--- src/hw/stack_linkage_defines.svh ---
`ifndef STACK_LINKAGE_DEFINES_SVH
`define STACK_LINKAGE_DEFINES_SVH

// ----------------------------------------------------------------
// Register indices
// ----------------------------------------------------------------
`define HW_STACK_IDX    3'h6
`define PC_IDX          3'h7

// ----------------------------------------------------------------
// Pointer steps, reset value and default stack limit
// ----------------------------------------------------------------
`define STEP_WORD       16'h0002
`define STEP_BYTE       16'h0001
`define REG_RESET       16'h0000
`define STACK_LIMIT_DEF 16'h0400

`endif

--- src/hw/stack_linkage_pkg.sv ---
package stack_linkage_pkg;

  // Commands accepted on the command port
  typedef enum logic [2:0] {
    OP_PUSH,
    OP_POP,
    OP_CALL,
    OP_RETURN,
    OP_TRAP,
    OP_SET_REG,
    OP_GET_REG
  } op_t;

  // Sequencer states
  typedef enum logic [3:0] {
    ST_IDLE,
    ST_FETCH_PTR,
    ST_FETCH_AUX,
    ST_FETCH_PC,
    ST_DECIDE,
    ST_PUSH,
    ST_PUSH_WAIT,
    ST_LINK,
    ST_JUMP,
    ST_RET_PC,
    ST_POP,
    ST_POP_WAIT,
    ST_POP_DEST,
    ST_SET,
    ST_FINISH
  } state_t;

endpackage

--- src/hw/reg_port_if.sv ---
`timescale 1ns/1ps
interface reg_port_if;
  logic [2:0]  rd_addr;
  logic [15:0] rd_data;
  logic        wr_en;
  logic [2:0]  wr_addr;
  logic [15:0] wr_data;

  modport ctrl (output rd_addr, output wr_en, output wr_addr, output wr_data,
                input rd_data);
  modport store (input rd_addr, input wr_en, input wr_addr, input wr_data,
                 output rd_data);
endinterface

--- src/hw/stack_linkage_unit.sv ---
// Contract
// - Push lowers pointer, then writes item
// - Pop reads at pointer, then raises it
// - Pointer holds address of newest entry
// - Byte move pushes or pops one byte; on register six it moves a word
// - Call saves linkage register on stack first
// - Call copies return address, then jumps
// - Linkage register PC: push PC, jump
// - Register six is the hardware stack
// - Trap entry pushes status then PC
// - Return recovers value pushed by call
// - Any nesting depth; a register six push below limit only sets the overflow flag
// - Stack grows from top toward lower addresses
// - Register six stack stays word aligned
// - Return: register to PC, then pop register
`timescale 1ns/1ps
`include "stack_linkage_defines.svh"
module stack_linkage_unit
  import stack_linkage_pkg::*;
#(
  parameter logic [15:0] STACK_LIMIT = `STACK_LIMIT_DEF
) (
  input  wire logic        ref_clk_in,
  input  wire logic        rst_in,
  input  wire logic        cmd_valid_in,
  input  wire op_t         cmd_op_in,
  input  wire logic [2:0]  cmd_reg_in,
  input  wire logic        cmd_byte_in,
  input  wire logic [15:0] cmd_data_in,
  input  wire logic [15:0] cmd_entry_in,
  input  wire logic [15:0] cmd_status_in,
  output logic             cmd_ready_out,
  output logic             done_out,
  output logic [15:0]      result_out,
  output logic             mem_req_out,
  output logic             mem_we_out,
  output logic             mem_byte_out,
  output logic [15:0]      mem_addr_out,
  output logic [15:0]      mem_wdata_out,
  input  wire logic        mem_ack_in,
  input  wire logic [15:0] mem_rdata_in,
  input  wire logic        overflow_clear_in,
  output logic             stack_overflow_out
);
  state_t      state;
  state_t      next_state;
  op_t         op;
  logic [2:0]  sel;
  logic        byte_mode;
  logic [15:0] data;
  logic [15:0] entry;
  logic [15:0] status;
  logic [15:0] ptr;
  logic [15:0] aux;
  logic [15:0] pc_val;
  logic [15:0] push_word;
  logic [15:0] pop_val;
  logic        second;
  logic [2:0]  ptr_idx;
  logic [15:0] step;
  logic [15:0] push_addr;
  logic [15:0] pop_addr;
  logic [15:0] pop_value;
  logic [7:0]  pop_lane;

  reg_port_if rf ();

  general_reg_file #(
    .NUM_REGS (8)
  ) u_regs (
    .ref_clk_in (ref_clk_in),
    .rst_in     (rst_in),
    .port       (rf)
  );

  // ----------------------------------------------------------------
  // Pointer arithmetic
  // ----------------------------------------------------------------
  // Hardware stack choice
  assign ptr_idx = (op == OP_PUSH || op == OP_POP || op == OP_SET_REG ||
                    op == OP_GET_REG) ? sel : `HW_STACK_IDX;
  assign step = (byte_mode && ptr_idx != `HW_STACK_IDX) ? `STEP_BYTE : `STEP_WORD;
  assign push_addr = (ptr_idx == `HW_STACK_IDX) ? ((ptr - step) & 16'hfffe)
                                                : (ptr - step);
  assign pop_addr = (ptr_idx == `HW_STACK_IDX) ? (ptr & 16'hfffe) : ptr;
  assign pop_lane = pop_addr[0] ? mem_rdata_in[15:8] : mem_rdata_in[7:0];
  assign pop_value = (byte_mode && ptr_idx != `HW_STACK_IDX)
                     ? {{8{pop_lane[7]}}, pop_lane} : mem_rdata_in;

  // ----------------------------------------------------------------
  // Sequencer
  // ----------------------------------------------------------------
  always_comb begin
    next_state = state;
    case (state)
      ST_IDLE: begin
        if (cmd_valid_in) begin
          next_state = ST_FETCH_PTR;
        end
      end
      ST_FETCH_PTR: next_state = ST_FETCH_AUX;
      ST_FETCH_AUX: next_state = ST_FETCH_PC;
      ST_FETCH_PC:  next_state = ST_DECIDE;
      ST_DECIDE: begin
        case (op)
          OP_PUSH, OP_CALL, OP_TRAP: next_state = ST_PUSH;
          OP_POP:                    next_state = ST_POP;
          OP_RETURN:                 next_state = ST_RET_PC;
          OP_SET_REG:                next_state = ST_SET;
          default:                   next_state = ST_FINISH;
        endcase
      end
      ST_PUSH: next_state = ST_PUSH_WAIT;
      ST_PUSH_WAIT: begin
        if (mem_ack_in) begin
          if (op == OP_TRAP && !second) begin
            next_state = ST_PUSH;
          end else if (op == OP_CALL) begin
            next_state = ST_LINK;
          end else begin
            next_state = ST_FINISH;
          end
        end
      end
      ST_LINK:   next_state = ST_JUMP;
      ST_JUMP:   next_state = ST_FINISH;
      ST_RET_PC: next_state = ST_POP;
      ST_POP:    next_state = ST_POP_WAIT;
      ST_POP_WAIT: begin
        if (mem_ack_in) begin
          next_state = (op == OP_RETURN) ? ST_POP_DEST : ST_FINISH;
        end
      end
      ST_POP_DEST: next_state = ST_FINISH;
      ST_SET:      next_state = ST_FINISH;
      ST_FINISH:   next_state = ST_IDLE;
      default:     next_state = ST_IDLE;
    endcase
  end

  always_ff @(posedge ref_clk_in or posedge rst_in) begin
    if (rst_in) begin
      state <= ST_IDLE;
    end else begin
      state <= next_state;
    end
  end

  // ----------------------------------------------------------------
  // Command capture
  // ----------------------------------------------------------------
  always_ff @(posedge ref_clk_in or posedge rst_in) begin
    if (rst_in) begin
      op        <= OP_PUSH;
      sel       <= 3'h0;
      byte_mode <= 1'b0;
      data      <= 16'h0000;
      entry     <= 16'h0000;
      status    <= 16'h0000;
    end else if (state == ST_IDLE && cmd_valid_in) begin
      op        <= cmd_op_in;
      sel       <= cmd_reg_in;
      byte_mode <= cmd_byte_in && (cmd_op_in == OP_PUSH || cmd_op_in == OP_POP);
      data      <= cmd_data_in;
      entry     <= cmd_entry_in;
      status    <= cmd_status_in;
    end
  end

  // ----------------------------------------------------------------
  // Working values
  // ----------------------------------------------------------------
  always_ff @(posedge ref_clk_in or posedge rst_in) begin
    if (rst_in) begin
      ptr       <= 16'h0000;
      aux       <= 16'h0000;
      pc_val    <= 16'h0000;
      push_word <= 16'h0000;
      pop_val   <= 16'h0000;
      second    <= 1'b0;
    end else begin
      case (state)
        ST_FETCH_AUX: ptr <= rf.rd_data;
        ST_FETCH_PC:  aux <= rf.rd_data;
        ST_DECIDE: begin
          pc_val <= rf.rd_data;
          second <= 1'b0;
          case (op)
            OP_CALL: push_word <= aux;
            OP_TRAP: push_word <= status;
            default: push_word <= data;
          endcase
        end
        ST_PUSH: ptr <= push_addr;
        ST_PUSH_WAIT: begin
          if (mem_ack_in && op == OP_TRAP && !second) begin
            push_word <= pc_val;
            second    <= 1'b1;
          end
        end
        ST_POP_WAIT: begin
          if (mem_ack_in) begin
            pop_val <= pop_value;
          end
        end
        default: begin
        end
      endcase
    end
  end

  // ----------------------------------------------------------------
  // Register file access
  // ----------------------------------------------------------------
  always_comb begin
    rf.rd_addr = 3'h0;
    rf.wr_en   = 1'b0;
    rf.wr_addr = 3'h0;
    rf.wr_data = 16'h0000;
    case (state)
      ST_FETCH_PTR: rf.rd_addr = ptr_idx;
      ST_FETCH_AUX: rf.rd_addr = sel;
      ST_FETCH_PC:  rf.rd_addr = `PC_IDX;
      ST_PUSH: begin
        rf.wr_en   = 1'b1;
        rf.wr_addr = ptr_idx;
        rf.wr_data = push_addr;
      end
      ST_POP_WAIT: begin
        rf.wr_en   = mem_ack_in;
        rf.wr_addr = ptr_idx;
        rf.wr_data = ptr + step;
      end
      ST_LINK: begin
        rf.wr_en   = 1'b1;
        rf.wr_addr = sel;
        rf.wr_data = pc_val;
      end
      ST_JUMP: begin
        rf.wr_en   = 1'b1;
        rf.wr_addr = `PC_IDX;
        rf.wr_data = entry;
      end
      ST_RET_PC: begin
        rf.wr_en   = 1'b1;
        rf.wr_addr = `PC_IDX;
        rf.wr_data = aux;
      end
      ST_POP_DEST: begin
        rf.wr_en   = 1'b1;
        rf.wr_addr = sel;
        rf.wr_data = pop_val;
      end
      ST_SET: begin
        rf.wr_en   = 1'b1;
        rf.wr_addr = sel;
        rf.wr_data = data;
      end
      default: begin
      end
    endcase
  end

  // ----------------------------------------------------------------
  // Memory port
  // ----------------------------------------------------------------
  always_ff @(posedge ref_clk_in or posedge rst_in) begin
    if (rst_in) begin
      mem_req_out   <= 1'b0;
      mem_we_out    <= 1'b0;
      mem_byte_out  <= 1'b0;
      mem_addr_out  <= 16'h0000;
      mem_wdata_out <= 16'h0000;
    end else if (state == ST_PUSH) begin
      mem_req_out   <= 1'b1;
      mem_we_out    <= 1'b1;
      mem_byte_out  <= byte_mode && ptr_idx != `HW_STACK_IDX;
      mem_addr_out  <= push_addr;
      mem_wdata_out <= (byte_mode && ptr_idx != `HW_STACK_IDX)
                       ? {push_word[7:0], push_word[7:0]} : push_word;
    end else if (state == ST_POP) begin
      mem_req_out  <= 1'b1;
      mem_we_out   <= 1'b0;
      mem_byte_out <= byte_mode && ptr_idx != `HW_STACK_IDX;
      mem_addr_out <= pop_addr;
    end else if ((state == ST_PUSH_WAIT || state == ST_POP_WAIT) && mem_ack_in) begin
      mem_req_out <= 1'b0;
      mem_we_out  <= 1'b0;
    end
  end

  // ----------------------------------------------------------------
  // Handshake and results
  // ----------------------------------------------------------------
  always_ff @(posedge ref_clk_in or posedge rst_in) begin
    if (rst_in) begin
      cmd_ready_out <= 1'b1;
      done_out      <= 1'b0;
      result_out    <= 16'h0000;
    end else begin
      cmd_ready_out <= (next_state == ST_IDLE);
      done_out      <= (state == ST_FINISH);
      if (state == ST_POP_WAIT && mem_ack_in) begin
        result_out <= pop_value;
      end else if (state == ST_DECIDE && op == OP_GET_REG) begin
        result_out <= ptr;
      end
    end
  end

  // ----------------------------------------------------------------
  // Stack bound check
  // ----------------------------------------------------------------
  always_ff @(posedge ref_clk_in or posedge rst_in) begin
    if (rst_in) begin
      stack_overflow_out <= 1'b0;
    end else if (state == ST_PUSH && ptr_idx == `HW_STACK_IDX &&
                 push_addr < STACK_LIMIT) begin
      stack_overflow_out <= 1'b1;
    end else if (overflow_clear_in) begin
      stack_overflow_out <= 1'b0;
    end
  end
endmodule

--- src/hw/general_reg_file.sv ---
`timescale 1ns/1ps
`include "stack_linkage_defines.svh"
module general_reg_file #(
  parameter int NUM_REGS = 8
) (
  input  wire logic  ref_clk_in,
  input  wire logic  rst_in,
  reg_port_if.store  port
);
  logic [15:0] regs [NUM_REGS];

  // ----------------------------------------------------------------
  // Register storage
  // ----------------------------------------------------------------
  genvar i;
  generate
    for (i = 0; i < NUM_REGS; i++) begin : g_reg
      always_ff @(posedge ref_clk_in or posedge rst_in) begin
        if (rst_in) begin
          regs[i] <= `REG_RESET;
        end else if (port.wr_en && (port.wr_addr == 3'(i))) begin
          regs[i] <= port.wr_data;
        end
      end
    end
  endgenerate

  // ----------------------------------------------------------------
  // Registered read
  // ----------------------------------------------------------------
  always_ff @(posedge ref_clk_in or posedge rst_in) begin
    if (rst_in) begin
      port.rd_data <= `REG_RESET;
    end else begin
      port.rd_data <= regs[port.rd_addr];
    end
  end
endmodule

--- config.mk ---
export PLATFORM = sky130hd
export DESIGN_NAME = stack_linkage_unit
export DESIGN_NICKNAME = d
export VERILOG_FILES = /design/src/hw/stack_linkage_pkg.sv /design/src/hw/reg_port_if.sv /design/src/hw/stack_linkage_unit.sv /design/src/hw/general_reg_file.sv
export VERILOG_INCLUDE_DIRS = /design/src /design/src/hw
export SDC_FILE = /design/constraint.sdc
export NUM_CORES = 1
export LEC_CHECK = 0
export ABC_AREA = 1
export BUFFER_PORTS_ARGS = -buffer_cell sky130_fd_sc_hd__buf_2
export CAP_MARGIN = 20
export CORE_ASPECT_RATIO = 1.5
export CORE_MARGIN = 8
export CORE_UTILIZATION = 55
export DETAILED_ROUTE_END_ITERATION = 10
export PLACE_DENSITY = 0.81
export REMOVE_ABC_BUFFERS = 1
export SLEW_MARGIN = 30
export SYNTH_ARGS = -nofsm -noshare
export SYNTH_HDL_FRONTEND = slang
export SYNTH_SLANG_ARGS = --single-unit
--- constraint.sdc ---
create_clock -name ref_clk_in -period 16.7 [get_ports ref_clk_in]
set_input_delay 1.67 -clock ref_clk_in [delete_from_list [all_inputs] [get_ports ref_clk_in]]
set_output_delay 1.67 -clock ref_clk_in [all_outputs]
set_load 0.01 [all_outputs]
==> flow_metrics.tcl, run 1 <==
set metrics [dict create \
    cp_slowest_cell "a21oi_1" \
    final_nets 2103 \
    crit_path_end_kind "register" \
    grt_pass1_vias 14854 \
    diodes 0 \
    wl_per_cell_um 20.3 \
    crit_arrival_ns 4.31 \
    cts_resized 0 \
    final_common_cell "nand2_1" \
    area_growth_pct 13.5 \
    tightest_slew_ns 1.04 \
    hold_depth 2 \
    gpl.final_weighted_congestion 0.976 \
    die_y_um 226 \
    syn_area_um2 16200 \
    r2r_end "u_regs.regs[46]" \
    routed_wl_um 49700 \
    grt_first_pass_wirelength_um 78800 \
    port_buffers 129 \
    worstSetupPathType "register to register" \
    synth_top_area_share_pct 52.0 \
    synth_seq_cells 338 \
    antenna_found_initial 0 \
    ios 130 \
    finalCritPeriodShare_pct 23.5 \
    start_kind "register" \
    yosysTopAreaCell "dfrtp_1" \
    ant_nets 0 \
    drcViolationCount 0 \
    ctsHoldBuffers 0 \
    slowest_delay_ns 0.59 \
    finalMaxSlewViolations 0 \
    dp_hpwl_um 35600 \
    num_rows 77 \
    clk_pin_slew_ns 0.06 \
    holdCritStartpoint "u_regs.regs[17]" \
    die_area_um2 35400 \
    clkLatencyLatePin_ns 0.53 \
    final_hold_viol_count 0 \
    required_ns 17.08 \
    core_area_um2 29300 \
    cp_cell_sequence "inv_2 > nand3_1 > nand2_2 > o31ai_2 > nor2_2 > buf_4 > nand2_2 > fa_1 > nor2_1 > nand2_1 > nor2_1 > inv_1 > nor2_1 > a31oi_1 > a21oi_1 > nand2_1 > nand2_1 > o21ai_0" \
    finalSetupViolCount 0 \
    p_per_area_nw_per_um2 206 \
    power_leakage_uw 0.00908 \
    cts_buffers 34 \
    r2r_slack_ns 12.77 \
    post-cts-setup-buffers 0 \
    ys_seq_area_share_pct 52.1 \
    yosys_warnings 0 \
    cts_tree "yes" \
    avgSynthCellArea_um2 8.43 \
    vdd_drop_max_uv 83.6 \
    top_register "u_regs.regs" \
    globalRouteTotalUtil_pct 28.6 \
    viasPerCell 5.90 \
    fin_ws_ns 12.77 \
    r2r.worst_path.cells 18 \
    largest_reg_flops 128 \
    grt_max_degree 133 \
    final_cell_mix "nand2_1, dfrtp_1, nor2_1, o21ai_0, inv_1" \
    drv_cap 0 \
    grt_overflow 0 \
    synth_area_leaders "dfrtp_1, nand2_1, o21ai_0" \
    fin_crit_ns 3.93 \
    worstHoldEndpoint "u_regs.regs[17]" \
    setup_tns_ns 0 \
    place_ws_ns 12.65 \
    synth_cells 1925 \
    drt_iter0_markers 1406 \
    status "finished clean" \
    cts_max_path_buffers 3 \
    vias 14422 \
    rr_startpoint "op[0]" \
    critPathMaxFanout 12 \
    hold_path.class "register to register" \
    clock-sinks 338 \
    layout-drive-gt1-share_pct 15.9 \
    rsz0062_at_grt "false" \
    h-tree-depth 2 \
    max_freq_mhz 254 \
    die_w_um 156 \
    initial_utilization_pct 55.4 \
    drt-pass1-iter-count 6 \
    cts_root_buf "clkbuf_16" \
    timing.slew.headroom_pct 30.3 \
    skew_ns 0.0193 \
    synth.distinct_cells 54 \
]
cells by family after synthesis:
kind of cell	share of synthesized area, %
DFF	52.1
xor gates and xnor gates	0.216
and+or+nand+nor	22.4
buffers and inverters	6.30
muxes	3.05
adders and majority gates	0.277
AOI/OAI and AO/OA	15.6
through the flow:
step           cells  hold slack, ns  instance area [um^2]  power, uW  utilization, %
5_1_grt         2444           0.489                 18400       4030            62.9
4_1_cts         2443           0.476                 18400       3780            62.8
2_1_floorplan   1836           0.442                 15800       2370               -
6_report        2444           0.474                 18400       3800            62.9
3_5_place_dp    2382           0.459                 17200       2940            58.6
3_3_place_gp    2382           0.456                 17200       2880            58.6
where the power goes:
group	internal [uW]	leakage [uW]	switching [uW]
Combinational	512	0.00416	1050
Sequential	1160	0.00432	254
Clock	500	0.000600	327
critical path: cells and delay by family, from the launching register on:
| family | cells | cell delay, ns |
|---|---|---|
| AOI/OAI and AO/OA | 4 | 0.90 |
| adders and majority gates | 1 | 0.43 |
| and+or+nand+nor | 10 | 1.60 |
| DFF | 1 | 0.41 |
| buffers and inverters | 3 | 0.43 |
Yosys cell counts (all sizes together):
library cell,instances
nand2,583
inv,159
buf,46
mux2,44
clkbuf,43
o21a,7
ha,2
or2,17
o211ai,44
dfstp,1
nor2,191
a311oi,1
clkinv,1
and2,6
xor2,4
nor4,3
o31ai,22
o21bai,7
o22ai,6
a32o,1
dfrtp,337
a31oi,22
o2111ai,9
nand3,49
a2111oi,1
o221ai,6
a21o,2
a211oi,10
nor3,15
o311ai,4
nand4,14
a21oi,57
a22oi,9
o21ai,179
a2111o,1
a221oi,19
fa,1
nand3b,2
worst max-delay path by stage:
stage | startpoint | to | slack (ns) | depth (start not counted)
6_report | op[0] | u_regs.regs[46] | 12.77 | 18
5_1_grt | op[0] | u_regs.regs[46] | 12.42 | 18
4_1_cts | op[0] | u_regs.regs[46] | 12.88 | 18
3_5_place_dp | mem_ack_in | u_regs.regs[103] | 12.65 | 12
3_3_place_gp | mem_ack_in | u_regs.regs[103] | 12.71 | 12
2_1_floorplan | rst_in | aux[0] | 5.67 | 1
final cells by class:
cell class	count	area, um^2
Inverter	160	616
Clock inverter	9	131
Clock buffer	52	1090
Tap cell	395	494
Fill cell	2461	10900
Timing Repair Buffer	152	842
Multi-Input combinational cell	1338	6790
Sequential cell	338	8460
layer usage:
metal | global-route usage [%] | up-vias | wire [um]
met5 | 0 | - | 0
met4 | 21.6 | 0 | 3850
met3 | 4.65 | 250 | 3470
met2 | 50.1 | 686 | 25100
met1 | 30.3 | 6932 | 17200
li1 | - | 6554 | -
No activity file was read; power rests on OpenSTA's default activity.
==> run 2, diff against run 1 <==
- clock period: 16.7 -> 3.7 ns (I/O delays scaled with it)
==> flow_metrics.tcl, run 2 (synthesis gave the netlist of run 1 again) <==
set metrics [dict create \
    status "finished clean" \
    skew_ns 0.0308 \
    fin_cells 2464 \
    cts_root_buf "clkbuf_16" \
    drv_cap 0 \
    fin_hold_ws_ns 0.0111 \
    gpl.final_weighted_congestion 0.982 \
    vdd_drop_max_uv 496 \
    ios 130 \
    die_w_um 156 \
    p_per_area_nw_per_um2 920 \
    cts_tree "yes" \
    final_area_um2 18500 \
    core_area_um2 29300 \
    wl_per_cell_um 21.0 \
    final_nets 2124 \
    fin_crit_ns 3.37 \
    seqCellArea_um2 8460 \
    placedCellCount 2406 \
    p_sw_share_pct 43.4 \
    clock_power_share_pct 20.3 \
    crit_arrival_ns 3.88 \
    grt_overflow 0 \
    pwr-share-comb_pct 42.0 \
    largest_reg_flops 128 \
    multi_input_area_um2 6790 \
    port_buffers 129 \
    critPathMaxFanout 8 \
    tightest_slew_ns 0.938 \
    drcViolationCount 0 \
    clk_pin_slew_ns 0.07 \
    post-cts-setup-buffers 0 \
    finalCritPeriodShare_pct 91.0 \
    final_cell_mix "nand2_1, dfrtp_1, nor2_1, o21ai_0, inv_1" \
    die_y_um 226 \
    p_int_uw 9600 \
    layout-drive-gt1-share_pct 16.7 \
    place_ws_ns 0.409 \
    required_ns 4.21 \
    cts_max_path_buffers 3 \
    diodes 0 \
    rsz0062_at_grt "false" \
    p_seq_share_pct 37.7 \
    final_util_pct 63.0 \
    num_rows 77 \
    globalRouteTotalUtil_pct 29.4 \
    h-tree-depth 1 \
    worstSetupPathType "register to register" \
    timing.slew.headroom_pct 37.2 \
    die_area_um2 35400 \
    finalSetupViolCount 0 \
    fillCellCount 2488 \
    final_common_cell "nand2_1" \
    clock-sinks 338 \
    clkLatencyLatePin_ns 0.59 \
    hold_path.class "input port to register" \
    max_freq_mhz 297 \
    cts_buffers 31 \
    drt_iter0_markers 1361 \
    top_register "u_regs.regs" \
    grt_pass1_vias 15028 \
    switchingPower_uw 7370 \
    vias 14626 \
    finalMaxSlewViolations 0 \
    grt_max_degree 118 \
    fin_ws_ns 0.333 \
    dp_hpwl_um 36400 \
    antenna_found_initial 0 \
    dpl_cell_area_um2 17300 \
    grt_first_pass_wirelength_um 80900 \
    final_hold_viol_count 0 \
    ant_nets 0 \
    crit_path_end_kind "register" \
    drt-pass1-iter-count 6 \
    viasPerCell 5.94 \
    initial_utilization_pct 55.4 \
    area_growth_pct 13.7 \
    start_kind "register" \
    power_leakage_uw 0.00914 \
    routed_wl_um 51700 \
]
-- run 2: changes by cell type in the layout (fill, tap and decap cells not counted), sizes merged --
cell         delta
buf            +23
clkinv          +8
inv             +1
clkbuf         -13
bufinv          +2
clkinvlp        -2
dlygate4sd3     +1
-- run 2: power by group through the flow --
stage                     registers (uW)  clock network [uW]  logic, uW
final                               6400                3450       7120
after global routing                6520                3620       7840
after CTS                           6340                3480       7040
after detailed placement            6380                   0       6960
after global placement              6340                   0       6770
after floorplan                     6110                   0       4600
-- run 2: through the flow --
step	total power [uW]	TNS, ns
6_report	17000	0
2_1_floorplan	10700	-2037.42
4_1_cts	16900	0
3_5_place_dp	13300	0
3_3_place_gp	13100	0
5_1_grt	18000	0
-- run 2: critical path: stages, from the launching register on --
cell,delay (ns)
dfrtp_1,0.41
inv_2,0.08
nand3_1,0.15
nand2_2,0.16
o31ai_2,0.12
nor2_2,0.26
nand2_2,0.10
fa_1,0.39
nor2_1,0.17
nand2_1,0.12
nor2_1,0.15
inv_1,0.10
nor2_1,0.15
nand2_1,0.14
o21ai_0,0.18
o211ai_1,0.10
nand3_1,0.31
nand2_1,0.10
nand2_1,0.07
-- run 2: worst paths after layout --
check	startpoint	slack, ns	end	depth (start not counted)
hold reg to reg	u_regs.regs[113]	0.48	u_regs.regs[113]	2
max in group asynchronous	rst_in	2.14	result_out[14]	4
setup reg to reg	op[0]	0.33	u_regs.regs[60]	18
setup / recovery	op[0]	0.33	u_regs.regs[60]	18
hold / removal	cmd_status_in[8]	0.01	status[8]	2
min in group asynchronous	rst_in	0.49	u_regs.regs[98]	3
-- run 2: layer usage --
metal	track usage (%)	up-vias	part of all wire [%]
met2	51.5	725	50
met3	4.24	204	7.7
li1	-	6588	-
met5	0	-	0
met1	32.5	7109	35
met4	19.8	0	6.6
-- run 2: cell type report --
class / instances / share of cell area, %
repair buffers: 176 / 5.49
flip-flops and latches: 338 / 45.8
clock inverters: 18 / 1.23
inverters: 160 / 3.31
clock buffers: 39 / 4.64
well taps: 395 / 2.68
multi-input cells: 1338 / 36.8
-- run 2: repair_timing --
action,CTS,global route
gates resized for setup,0,1
hold buffers,1,0
endpoints found under the setup margin,0,2
endpoints found under the hold margin,21,0
